### src/hw/esp_consts.svh
// Timing figures and field positions for the ECC static memory port controller.
// Assumes a single 20 MHz core clock; every count except the synchroniser depth is derived from a time in ns.
`ifndef ESP_CONSTS_SVH
`define ESP_CONSTS_SVH

// Core clock period
`define ESP_CLK_PERIOD_NS     50
// Address or select to read data valid, longest
`define ESP_READ_ACCESS_NS    45
// Shortest write strobe low time
`define ESP_WE_PULSE_NS       35
// Data setup to write end (data_setup_to_write_end)
`define ESP_DATA_SETUP_NS     25
// Write strobe low to device float (write_to_float_delay)
`define ESP_WRITE_TO_FLOAT_NS 18
// Flip-flops in each pin synchroniser
`define ESP_SYNC_STAGES       2
// Byte lane indices and lane width
`define ESP_LANE_LO           0
`define ESP_LANE_HI           1
`define ESP_BYTE_W            8
// Reset values of the pin drivers
`define ESP_DQ_RESET          16'h0000
`define ESP_ADDR_RESET        18'h0_0000

`endif

### src/hw/esp_pkg.sv
// Types and shared arithmetic of the ECC static memory port controller.
// Assumes esp_consts.svh is on the include path.
`include "esp_consts.svh"

package esp_pkg;

	// Sequencer states
	typedef enum logic [2:0] {
		ESP_IDLE,
		ESP_RD_WAIT,
		ESP_WR_SETUP,
		ESP_WR_PULSE,
		ESP_WR_END
	} esp_state_t;

	// Byte lane request, bit 1 upper byte, bit 0 lower byte, active high
	typedef logic [1:0] esp_lanes_t;

	// Least time in ns to whole clock cycles, never below one
	function automatic int esp_cyc_up(input int ns);
		int c;
		c = (ns + `ESP_CLK_PERIOD_NS - 1) / `ESP_CLK_PERIOD_NS;
		return (c < 1) ? 1 : c;
	endfunction

	// Larger of two counts
	function automatic int esp_max(input int a, input int b);
		return (a > b) ? a : b;
	endfunction

endpackage

### src/hw/esp_tmr_if.sv
// Carrier between the port sequencer and its cycle timer.
// Assumes both ends share the core clock.
`timescale 1ns/10ps

interface esp_tmr_if #(
	parameter int CNT_W = 4
);
	logic             start;  // One-cycle pulse, loads the count
	logic [CNT_W-1:0] load;   // Cycles to wait
	logic             done;   // One-cycle pulse when the wait has run out

	modport seq (output start, output load, input done);
	modport tmr (input start, input load, output done);
endinterface

### src/hw/esp_port_ctrl.sv
// Host side controller for an asynchronous 16-bit static memory with
// a corrected-error pin. Takes one command at a time and drives the pins.
// Assumes the memory pins are external, so inputs pass two flip-flops first.
//
// Overview of operation
// Select only with active-low low, active-high high
// Device writes while strobe, select, lane overlap
// Host asserts all write signals to begin
// First signal to go inactive ends write
// Data setup and hold reference ending edge
// Device floats data when deselected or disabled
// Strobe width covers float delay plus setup
// Device drives read data per selected lane
// Device takes write data per selected lane
// Error pin reports correction during reads only
// Host always drives selects to valid levels
// Both lanes high means deselect and standby
// Write data set up 25 ns before end
`timescale 1ns/10ps
`include "esp_consts.svh"

module esp_port_ctrl #(
	parameter int ADDR_W = 18,
	parameter int DATA_W = 16,
	parameter int CNT_W  = 4
) (
	input  wire logic               core_clk,
	input  wire logic               reset,
	// User command port
	input  wire logic               cmd_valid,
	output logic                    cmd_ready,
	input  wire logic               cmd_write,
	input  wire logic [ADDR_W-1:0]  cmd_addr,
	input  wire logic [DATA_W-1:0]  cmd_wdata,
	input  wire esp_pkg::esp_lanes_t cmd_lanes,
	output logic                    rsp_valid,
	output logic [DATA_W-1:0]       rsp_rdata,
	output logic                    rsp_corrected,
	// Memory pins
	output logic [ADDR_W-1:0]       mem_addr,
	output logic                    chip_select_active_low,
	output logic                    chip_select_active_high,
	output logic                    write_strobe_n,
	output logic                    output_enable_n,
	output logic                    upper_byte_lane_select_n,
	output logic                    lower_byte_lane_select_n,
	output logic [DATA_W-1:0]       mem_dq_o,
	output logic                    mem_dq_oe,
	input  wire logic [DATA_W-1:0]  mem_dq_i,
	input  wire logic               corrected_error_i
);
	import esp_pkg::*;

	// Read wait covers access time plus the input synchroniser
	localparam int RD_CYC = esp_cyc_up(`ESP_READ_ACCESS_NS) + `ESP_SYNC_STAGES;
	// Strobe width is the larger of its own minimum and float plus setup
	localparam int WE_CYC = esp_max(esp_cyc_up(`ESP_WE_PULSE_NS),
	                                esp_cyc_up(`ESP_WRITE_TO_FLOAT_NS + `ESP_DATA_SETUP_NS));
	localparam logic [CNT_W-1:0] RD_LOAD = CNT_W'(RD_CYC);
	localparam logic [CNT_W-1:0] WE_LOAD = CNT_W'(WE_CYC);

	esp_tmr_if #(.CNT_W(CNT_W)) tmr_bus ();

	esp_timer #(.CNT_W(CNT_W)) u_timer (
		.core_clk (core_clk),
		.reset    (reset),
		.tmr      (tmr_bus.tmr)
	);

	// Sequencer and pin state
	esp_state_t          state_q, state_d;     // Sequencer state
	logic                ready_q, ready_d;     // Command accepted in idle
	logic                rsp_q, rsp_d;         // Answer pulse
	logic [DATA_W-1:0]   rdata_q, rdata_d;     // Captured read word
	logic                corr_q, corr_d;       // Captured correction flag
	logic [ADDR_W-1:0]   addr_q, addr_d;       // Address pins
	logic                sel_q, sel_d;         // Chip selected
	logic                we_q, we_d;           // Write strobe asserted
	logic                oe_q, oe_d;           // Output enable asserted
	esp_lanes_t          lanes_q, lanes_d;     // Lane selects asserted
	logic [DATA_W-1:0]   dq_q, dq_d;           // Write data pins
	logic                dq_oe_q, dq_oe_d;     // Write data driven
	logic                start_q, start_d;     // Timer start pulse
	logic [CNT_W-1:0]    load_q, load_d;       // Timer load value

	// Pin synchronisers; stage one is read by stage two only
	logic [DATA_W-1:0]   dq_s1_q, dq_s2_q;
	logic                err_s1_q, err_s2_q;

	// Keep only the lanes that were read; the others float at the pins
	function automatic logic [DATA_W-1:0] lane_mask(input esp_lanes_t l, input logic [DATA_W-1:0] d);
		logic [DATA_W-1:0] m;
		m = '0;
		if (l[`ESP_LANE_LO]) begin
			m[`ESP_BYTE_W-1:0] = d[`ESP_BYTE_W-1:0];
		end
		if (l[`ESP_LANE_HI]) begin
			m[DATA_W-1:`ESP_BYTE_W] = d[DATA_W-1:`ESP_BYTE_W];
		end
		return m;
	endfunction

	// Next state of sequencer and pins
	always_comb begin
		state_d = state_q;
		ready_d = ready_q;
		rsp_d   = 1'b0;
		rdata_d = rdata_q;
		corr_d  = corr_q;
		addr_d  = addr_q;
		sel_d   = sel_q;
		we_d    = we_q;
		oe_d    = oe_q;
		lanes_d = lanes_q;
		dq_d    = dq_q;
		dq_oe_d = dq_oe_q;
		start_d = 1'b0;
		load_d  = load_q;
		unique case (state_q)
			ESP_IDLE: begin
				if (cmd_valid && ready_q) begin
					if (cmd_lanes == '0) begin
						// No lane means standby; answer without touching the pins
						rsp_d   = 1'b1;
						rdata_d = '0;
						corr_d  = 1'b0;
					end else if (cmd_write) begin
						// Address, select, lanes and data first; strobe follows
						ready_d = 1'b0;
						addr_d  = cmd_addr;
						sel_d   = 1'b1;
						lanes_d = cmd_lanes;
						oe_d    = 1'b0;
						dq_d    = cmd_wdata;
						dq_oe_d = 1'b1;
						state_d = ESP_WR_SETUP;
					end else begin
						// Read: select, enable outputs and lanes together
						ready_d = 1'b0;
						addr_d  = cmd_addr;
						sel_d   = 1'b1;
						lanes_d = cmd_lanes;
						oe_d    = 1'b1;
						start_d = 1'b1;
						load_d  = RD_LOAD;
						state_d = ESP_RD_WAIT;
					end
				end
			end
			ESP_RD_WAIT: begin
				if (tmr_bus.done) begin
					// Synchronised word and error flag are settled now
					rdata_d = lane_mask(lanes_q, dq_s2_q);
					corr_d  = err_s2_q;
					rsp_d   = 1'b1;
					sel_d   = 1'b0;
					oe_d    = 1'b0;
					lanes_d = '0;
					ready_d = 1'b1;
					state_d = ESP_IDLE;
				end
			end
			ESP_WR_SETUP: begin
				// Last of the participating signals opens the write window
				we_d    = 1'b1;
				start_d = 1'b1;
				load_d  = WE_LOAD;
				state_d = ESP_WR_PULSE;
			end
			ESP_WR_PULSE: begin
				if (tmr_bus.done) begin
					// Strobe rises first and alone, so it is the ending edge
					we_d    = 1'b0;
					state_d = ESP_WR_END;
				end
			end
			ESP_WR_END: begin
				// Data, address and selects held one cycle past the ending edge
				sel_d   = 1'b0;
				lanes_d = '0;
				dq_oe_d = 1'b0;
				rsp_d   = 1'b1;
				ready_d = 1'b1;
				state_d = ESP_IDLE;
			end
		endcase
	end

	// Register sequencer and pin state
	always_ff @(posedge core_clk or posedge reset) begin
		if (reset) begin
			state_q <= ESP_IDLE;
			ready_q <= 1'b1;
			rsp_q   <= 1'b0;
			rdata_q <= `ESP_DQ_RESET;
			corr_q  <= 1'b0;
			addr_q  <= `ESP_ADDR_RESET;
			sel_q   <= 1'b0;
			we_q    <= 1'b0;
			oe_q    <= 1'b0;
			lanes_q <= '0;
			dq_q    <= `ESP_DQ_RESET;
			dq_oe_q <= 1'b0;
			start_q <= 1'b0;
			load_q  <= '0;
		end else begin
			state_q <= state_d;
			ready_q <= ready_d;
			rsp_q   <= rsp_d;
			rdata_q <= rdata_d;
			corr_q  <= corr_d;
			addr_q  <= addr_d;
			sel_q   <= sel_d;
			we_q    <= we_d;
			oe_q    <= oe_d;
			lanes_q <= lanes_d;
			dq_q    <= dq_d;
			dq_oe_q <= dq_oe_d;
			start_q <= start_d;
			load_q  <= load_d;
		end
	end

	// Two-stage synchronisers on the memory's outputs
	always_ff @(posedge core_clk or posedge reset) begin
		if (reset) begin
			dq_s1_q  <= `ESP_DQ_RESET;
			dq_s2_q  <= `ESP_DQ_RESET;
			err_s1_q <= 1'b0;
			err_s2_q <= 1'b0;
		end else begin
			dq_s1_q  <= mem_dq_i;
			dq_s2_q  <= dq_s1_q;
			err_s1_q <= corrected_error_i;
			err_s2_q <= err_s1_q;
		end
	end

	// Pins come straight from flops; selects always at a full logic level
	assign cmd_ready                = ready_q;
	assign rsp_valid                = rsp_q;
	assign rsp_rdata                = rdata_q;
	assign rsp_corrected            = corr_q;
	assign mem_addr                 = addr_q;
	assign chip_select_active_low   = ~sel_q;
	assign chip_select_active_high  = sel_q;
	assign write_strobe_n           = ~we_q;
	assign output_enable_n          = ~oe_q;
	assign upper_byte_lane_select_n = ~lanes_q[`ESP_LANE_HI];
	assign lower_byte_lane_select_n = ~lanes_q[`ESP_LANE_LO];
	assign mem_dq_o                 = dq_q;
	assign mem_dq_oe                = dq_oe_q;
	// Timer request comes from flops, so the timer sees no combinational path
	assign tmr_bus.start            = start_q;
	assign tmr_bus.load             = load_q;
endmodule

### src/hw/esp_timer.sv
// Down counter that times the write strobe width and the read wait for the port sequencer.
// Assumes start is a one-cycle pulse from logic on the same clock.
`timescale 1ns/10ps

module esp_timer #(
	parameter int CNT_W = 4
) (
	input  wire logic core_clk,
	input  wire logic reset,
	esp_tmr_if.tmr    tmr
);
	import esp_pkg::*;

	logic [CNT_W-1:0] cnt_q, cnt_d;    // Cycles still to wait
	logic             done_q, done_d;  // Expiry pulse

	// Load on start, count down, pulse once on reaching zero
	always_comb begin
		cnt_d  = cnt_q;
		done_d = 1'b0;
		if (tmr.start) begin
			cnt_d = tmr.load;
		end else if (cnt_q != '0) begin
			cnt_d = cnt_q - 1'b1;
			// Last counted cycle raises done
			done_d = (cnt_q == {{(CNT_W-1){1'b0}}, 1'b1});
		end
	end

	// Register only
	always_ff @(posedge core_clk or posedge reset) begin
		if (reset) begin
			cnt_q  <= '0;
			done_q <= 1'b0;
		end else begin
			cnt_q  <= cnt_d;
			done_q <= done_d;
		end
	end

	assign tmr.done = done_q;
endmodule

### config.mk
export PLATFORM = sky130hd
export DESIGN_NAME = esp_port_ctrl
export DESIGN_NICKNAME = d
export VERILOG_FILES = /design/src/hw/esp_pkg.sv /design/src/hw/esp_tmr_if.sv /design/src/hw/esp_port_ctrl.sv /design/src/hw/esp_timer.sv
export VERILOG_INCLUDE_DIRS = /design/src /design/src/hw
export SDC_FILE = /design/constraint.sdc
export NUM_CORES = 1
export LEC_CHECK = 0
export BUFFER_PORTS_ARGS = -buffer_cell sky130_fd_sc_hd__buf_2
export CAP_MARGIN = 20
export CORE_UTILIZATION = 51
export CTS_CLUSTER_DIAMETER = 60
export DETAILED_ROUTE_END_ITERATION = 8
export PLACE_DENSITY = 0.83
export SLEW_MARGIN = 10
export SYNTH_ARGS = -nofsm -noshare
export SYNTH_HDL_FRONTEND = slang
export SYNTH_SLANG_ARGS = --single-unit
### constraint.sdc
create_clock -name core_clk -period 3.77 [get_ports core_clk]
set_clock_uncertainty 0.15 [all_clocks]
set_input_delay 0.377 -clock core_clk [delete_from_list [all_inputs] [get_ports core_clk]]
set_output_delay 0.377 -clock core_clk [all_outputs]
set_load 0.01 [all_outputs]
==> impl_results.md, run 1 <==
- Outcome: finished clean
- Top_reg_cell synth: dfrtp_1
- Post-CTS Setup Repair Bufs: 0
- H-tree Lvls: 3
- DP Worst Slack: 1.623 ns
- Area grow syn2layout: 26.48%
- Slowest-stage cell, CP: dfrtp_1
- Clock Latency Late Sink: 0.36 ns
- Worst VDD drop: 0.2923 mV
- Gr usage total: 0.1954
- Die Wd: 88.84 µm
- Maxcap violations: 0
- Antenna viol nets, final: 0
- Synthesis Warnings: 0
- Wirelength per Cell: roughly 14 µm
- Initial Utilization: 0.5303
- Most common cell after layout, fill and taps aside: buf_2
- Vias in the first global route: around 2400
- # hold bufs at CTS: 17
- Post-Place Cell Area: between 4000 and 5000 µm²
- Fmax: ~0.46 GHz
- Drc violations: 0
- Cell area after layout: around 4900 µm²
- Port Buffers: around 120
- Final #Nets: about 470
- Async SR Flop Fraction: 1.000
- Critical Path Max Stage Delay: around 0.55 ns
- Post-synth EDFFs: 0
- Largest net degree at the start of global routing: 77
- Syn_nets: about 340
- Most frequent cells in the layout: buf_2 (116), dfrtp_1 (103), nand2_1 (40)
- RSZ-0062 raised after global routing: false
- RePlAce Congestion: 0.8224
- CTS root buf: clkbuf_8
- Distinct cells, synth: between 40 and 50
- Worst Path Arrival: roughly 2.3 ns
- Die height: about 90 µm
- Total core area: 7253 µm²
- Initial antenna violation count: 0
- DR vias: roughly 2500
- Sink Count: about 100
- Synth Area per Inst: about 14 µm²
- Layout cell share with drive strength beyond 1: 0.3841
- CP endpoint kind: flip-flop
- Final setup margin: about 1.6 ns
- LEAKAGE: ~2.5 nW
- Count of final setup violators: 0
- GRT overflow: 0
- Vias per cell: between 4 and 5
- Fin crit share: 0.5733
- Worst hold path type: in -> async
- Power, Total: 3.572 mW
- Site Rows: 31
- 1st-iter DRT viols: around 140
- Worst path required time: around 3.9 ns
- Period minus WS final: between 2 and 2.5 ns
- DR pass1 iterations: 4
- Boundary Pins: around 120
- Post-DP HPWL: roughly 5.0 mm
- First-pass GRT wire length: approximately 11 mm
- Post-CTS Resized: 0
- TritonCTS buffer count: 9
- CP Max Fanout: 16
- Power Density: around 730 nW/µm²
- Final core occ: 0.6707
- Final Hold Vio Count: 0
- Worst-Margin Slew: 0.8775 ns
- Seq/Total Area, Yosys: 0.6770
- Crit path kind: reg -> reg
- Slew HR: 0.4150
- Worst Setup Start Kind: flip-flop
- Die ar.: between 7000 and 8000 µm²
- Clock slew at reported path FFs: roughly 0.090 ns
- TritonCTS clock tree: built
- Number of synthesized register bits: about 100
- Final Max Tran Viols: 0
- Gate Count Post-Synth: ~280
- Setup TNS: 0 ns
- Worst path cell trace: or3_4 -> nor2_4 -> mux2_2
- WL final: approximately 7.2 mm
- Post-Syn Area: 3846 µm²
- Longest Clk Path Bufs: 2
- Antenna cells: 0
[synth_stat cells, types with 2 or more instances]
cell / n / area share
a21o_1: 2 / 0.0039
a21oi_1: 4 / 0.0052
a31oi_1: 2 / 0.0033
buf_2: 2 / 0.0026
buf_6: 3 / 0.0088
clkbuf_1: 8 / 0.0078
dfrtp_1: 103 / 0.67
ha_1: 3 / 0.0098
inv_1: 11 / 0.011
mux2_1: 15 / 0.044
mux2_2: 10 / 0.029
mux2_4: 10 / 0.039
mux2i_1: 2 / 0.0052
nand2_1: 40 / 0.039
nand4b_1: 2 / 0.0046
nand4bb_1: 2 / 0.0059
nor2_1: 6 / 0.0059
nor2b_1: 3 / 0.0049
nor3_1: 3 / 0.0039
o211ai_1: 2 / 0.0039
o21ai_0: 6 / 0.0078
o22ai_1: 17 / 0.028
xnor2_1: 2 / 0.0046
[stage by stage]
step | hold WS [ns] | instances
finish | 0.05702 | 513
global route | 0.07839 | 513
CTS | 0.06596 | 513
detailed placement | 0.1847 | 480
global placement | 0.1821 | 480
floorplan | 0.1812 | 277
[final timing paths]
kind	startpoint	slack, ns	cells after the start	to
worst max-delay path	state_q[2]	1.61	3	mem_dq_o[13]
worst min-delay path	reset	0.06	2	dq_s1_q[13]
min in group core_clk	cmd_addr[2]	0.08	2	mem_addr[2]
max in group asynchronous	reset	2.47	3	cmd_ready
worst max register to register	state_q[2]	1.61	3	mem_dq_o[13]
worst min register to register	dq_s1_q[14]	0.19	0	dq_s2_q[14]
[cell type report]
class | count | area, µm²
sequential | 104 | 2604
fill | 544 | 2389
multi-input combinational | 148 | 1107
timing repair buffer | 135 | 765.7
clock buffer | 11 | 141.4
tap | 99 | 123.9
clock inverter | 5 | 78.83
inverter | 11 | 43.79
[worst max-delay path, delay by kind of cell, from the launching register on]
family	cells	cell delay [ns]
flops	1	0.55
simple gates	2	0.95
mux	1	0.40
[kinds of logic (layout without fill, tap and decap cells)]
family,count (synthesis),in the layout,share of synthesized area
buffers and inverters,25,162,0.03513
xor gates and xnor gates,2,2,0.004555
and+or+nand+nor,65,65,0.08556
muxes,37,37,0.1174
adders and majority gates,3,3,0.009760
AOI/OAI and AO/OA,41,41,0.07059
DFF,104,104,0.6770
[metal layers]
| layer | part of all wire | vias to the layer above | global-route usage | wire (µm) |
|---|---|---|---|---|
| met5 | 0 | - | 0 | 0 |
| li1 | - | 1211 | - | - |
| met3 | 0.041 | 9 | 0.03918 | 297 |
| met2 | 0.51 | 79 | 0.3126 | 3706 |
| met4 | 0.018 | 0 | 0.09824 | 127 |
| met1 | 0.43 | 1230 | 0.2560 | 3094 |
[sequential cells by signal, summed over array words and instances, names as in the netlist, 2 cells and up]
name and count:
mem_addr 18, dq_s1_q 16, dq_s2_q 16, mem_dq_o 16, rsp_rdata 16, u_timer.cnt_q 4
state_q 3, lanes_q 2, load_q 2
[power breakdown]
part	total (mW)	internal, mW	switching [mW]
logic	1.11	0.552	0.562
registers	1.70	1.47	0.235
clock network	0.753	0.393	0.360
total	3.57	2.41	1.16
(Power assumes the default switching activity.)
==> run 2, diff against run 1 <==
==> constraint.sdc (replaced) <==
create_clock -name core_clk -period 2.2 [get_ports core_clk]
set_clock_uncertainty 0.15 [all_clocks]
set_input_delay 0.22 -clock core_clk [delete_from_list [all_inputs] [get_ports core_clk]]
set_output_delay 0.22 -clock core_clk [all_outputs]
set_load 0.01 [all_outputs]
==> run 2 against run 1 <==
Final cell count increased by 7.6%. First-iteration DRC count decreased by 5.1%. Wire length increased by 11%. Via count increased by 7.0%. Flip-flop and latch count unchanged. Non-clock buffer count increased by 40. Total power increased by 67%. Combinational power increased by 81%. Critical path type unchanged. Critical endpoint is now mem_addr[13]. Highest routed layer unchanged.
==> impl_results.md, run 2 (synthesis results as in run 1) <==
- Worst path required time: between 2 and 2.5 ns
- Internal: between 3 and 4 mW
- Wirelength per Cell: between 10 and 15 µm
- Initial Utilization: 0.5303
- Site Rows: 31
- Final Max Tran Viols: 0
- Largest net degree at the start of global routing: ~110
- Hold endpoint: lanes_q[1]
- First-pass GRT wire length: around 13 mm
- DP Worst Slack: between 0.2 and 0.3 ns
- TritonCTS clock tree: built
- Boundary Pins: about 120
- Final Hold Vio Count: 0
- WL final: roughly 8.0 mm
- RePlAce Congestion: 0.8307
- Crit path kind: reg -> reg
- Setup TNS: 0 ns
- R2R depth: 3
- Vias in the first global route: 2790
- DR vias: 2705
- Clock network fraction of design power: 0.169
- Worst Setup Start Kind: flip-flop
- Antenna cells: 0
- Hold Path Stages: 3
- Power Density: between 1000 and 1500 nW/µm²
- H-tree Lvls: 3
- R2R Path Start: state_q[1]
- Fmax: 0.5169 GHz
- CP Max Fanout: 19
- Drc violations: 0
- CTS root buf: clkbuf_8
- Layout cell share with drive strength beyond 1: 0.3576
- Sw frac: 0.3395
- Maxcap violations: 0
- DR pass1 iterations: 4
- Final #Nets: roughly 510
- Most frequent cells in the layout: buf_2 (116), dfrtp_1 (103), dlygate4sd3_1 (53)
- Met2 Usage GRT: 0.3734
- Vias per cell: 4.900
- RSZ-0062 raised after global routing: false
- Area grow syn2layout: 36.11%
- Min-Delay Startpoint: cmd_lanes[1]
- Reg-to-Reg End: mem_addr[13]
- Die height: about 89 µm
- Slew HR: 0.5695
- Met1 usage: 0.2599
- Worst-Margin Slew: ~0.64 ns
- Clock slew at reported path FFs: 0.09 ns
- 1st-iter DRT viols: ~130
- Outcome: finished clean
- Gr usage total: 0.2166
- Logic pwr share: 0.337
- CP endpoint kind: flip-flop
- Post-DP HPWL: about 4.9 mm
- Longest Clk Path Bufs: 2
- Clock Latency Late Sink: 0.36 ns
- Sink Count: 104
- Fin crit share: 0.8793
- Most common cell after layout, fill and taps aside: buf_2
- Die Wd: between 80 and 90 µm
- Total core area: 7253 µm²
- Antenna viol nets, final: 0
- Number of fillers in the final layout: 507
- Initial antenna violation count: 0
- Count of final setup violators: 0
- Worst VDD drop: roughly 0.57 mV
- TritonCTS buffer count: 9
- Worst Path Arrival: about 2 ns
- Most used routing layer: met2
- Max reg flops: 18
- Final setup margin: around 0.27 ns
- GRT met3 Usage: 0.04571
- Sequential power share: 0.494
- Sw power: ~2 mW
- Port Buffers: 116
- Period minus WS final: 1.934 ns
- Reg2reg setup slack: around 0.27 ns
- Die ar.: between 7000 and 8000 µm²
- LEAKAGE: around 2.6 nW
- GRT overflow: 0
- Worst hold path type: in -> reg
run 2: power by group through the flow:
stage / Combinational, mW / Sequential (mW) / Clock [mW]
final: 2.01 / 2.94 / 1.01
after global routing: 2.22 / 3.01 / 1.12
after CTS: 2.01 / 2.92 / 1.04
after detailed placement: 1.93 / 2.95 / 0
after global placement: 1.84 / 2.92 / 0
after floorplan: 1.00 / 3.07 / 0
run 2: metal layers:
| layer | vias to the layer above | share of wire |
|---|---|---|
| li1 | 1291 | - |
| met1 | 1329 | 0.42 |
| met2 | 68 | 0.52 |
| met3 | 17 | 0.037 |
| met4 | 0 | 0.025 |
| met5 | - | 0 |
run 2: timing repair:
item                                   CTS  global route
endpoints found under the hold margin  155             0
hold buffers                            53             0
gates resized for setup                  0             0
buffers inserted                         0             0
run 2: per-stage QoR:
step | total power, mW | cell area (µm²) | util | cells | hold WS (ns)
floorplan | 4.072 | 3850 | - | 277 | 0.1014
global placement | 4.762 | 4543 | 0.6264 | 484 | 0.1780
detailed placement | 4.878 | 4543 | 0.6264 | 484 | 0.1793
CTS | 5.964 | 5235 | 0.7218 | 552 | 0.02913
global route | 6.347 | 5235 | 0.7218 | 552 | 0.05608
finish | 5.958 | 5235 | 0.7218 | 552 | 0.04305
run 2: critical path: stages (launching register included):
cell and delay [ns]:
dfrtp_1 0.49, or3_4 0.47, nor2_8 0.33, mux2_1 0.38
run 2: worst max path at each step:
| stage | slack [ns] | to | startpoint | depth (start not counted) |
|---|---|---|---|---|
| floorplan | 0.27 | mem_dq_o[0] | state_q[0] | 6 |
| global placement | 0.34 | mem_addr[12] | state_q[0] | 3 |
| global route | 0.12 | u_timer.cnt_q[1] | u_timer.cnt_q[0] | 5 |
| CTS | 0.28 | mem_addr[12] | state_q[0] | 3 |
| detailed placement | 0.28 | mem_addr[12] | state_q[0] | 3 |
| finish | 0.27 | mem_addr[13] | state_q[1] | 3 |
run 2: final cells by class:
class / instances / area [µm²] / share of cell area
flip-flops and latches: 104 / 2604 / 0.4974
repair buffers: 175 / 1194 / 0.2280
multi-input cells: 148 / 1107 / 0.2115
clock buffers: 10 / 127.6 / 0.02438
well taps: 99 / 123.9 / 0.02366
inverters: 11 / 45.04 / 0.008604
clock inverters: 5 / 33.78 / 0.006453
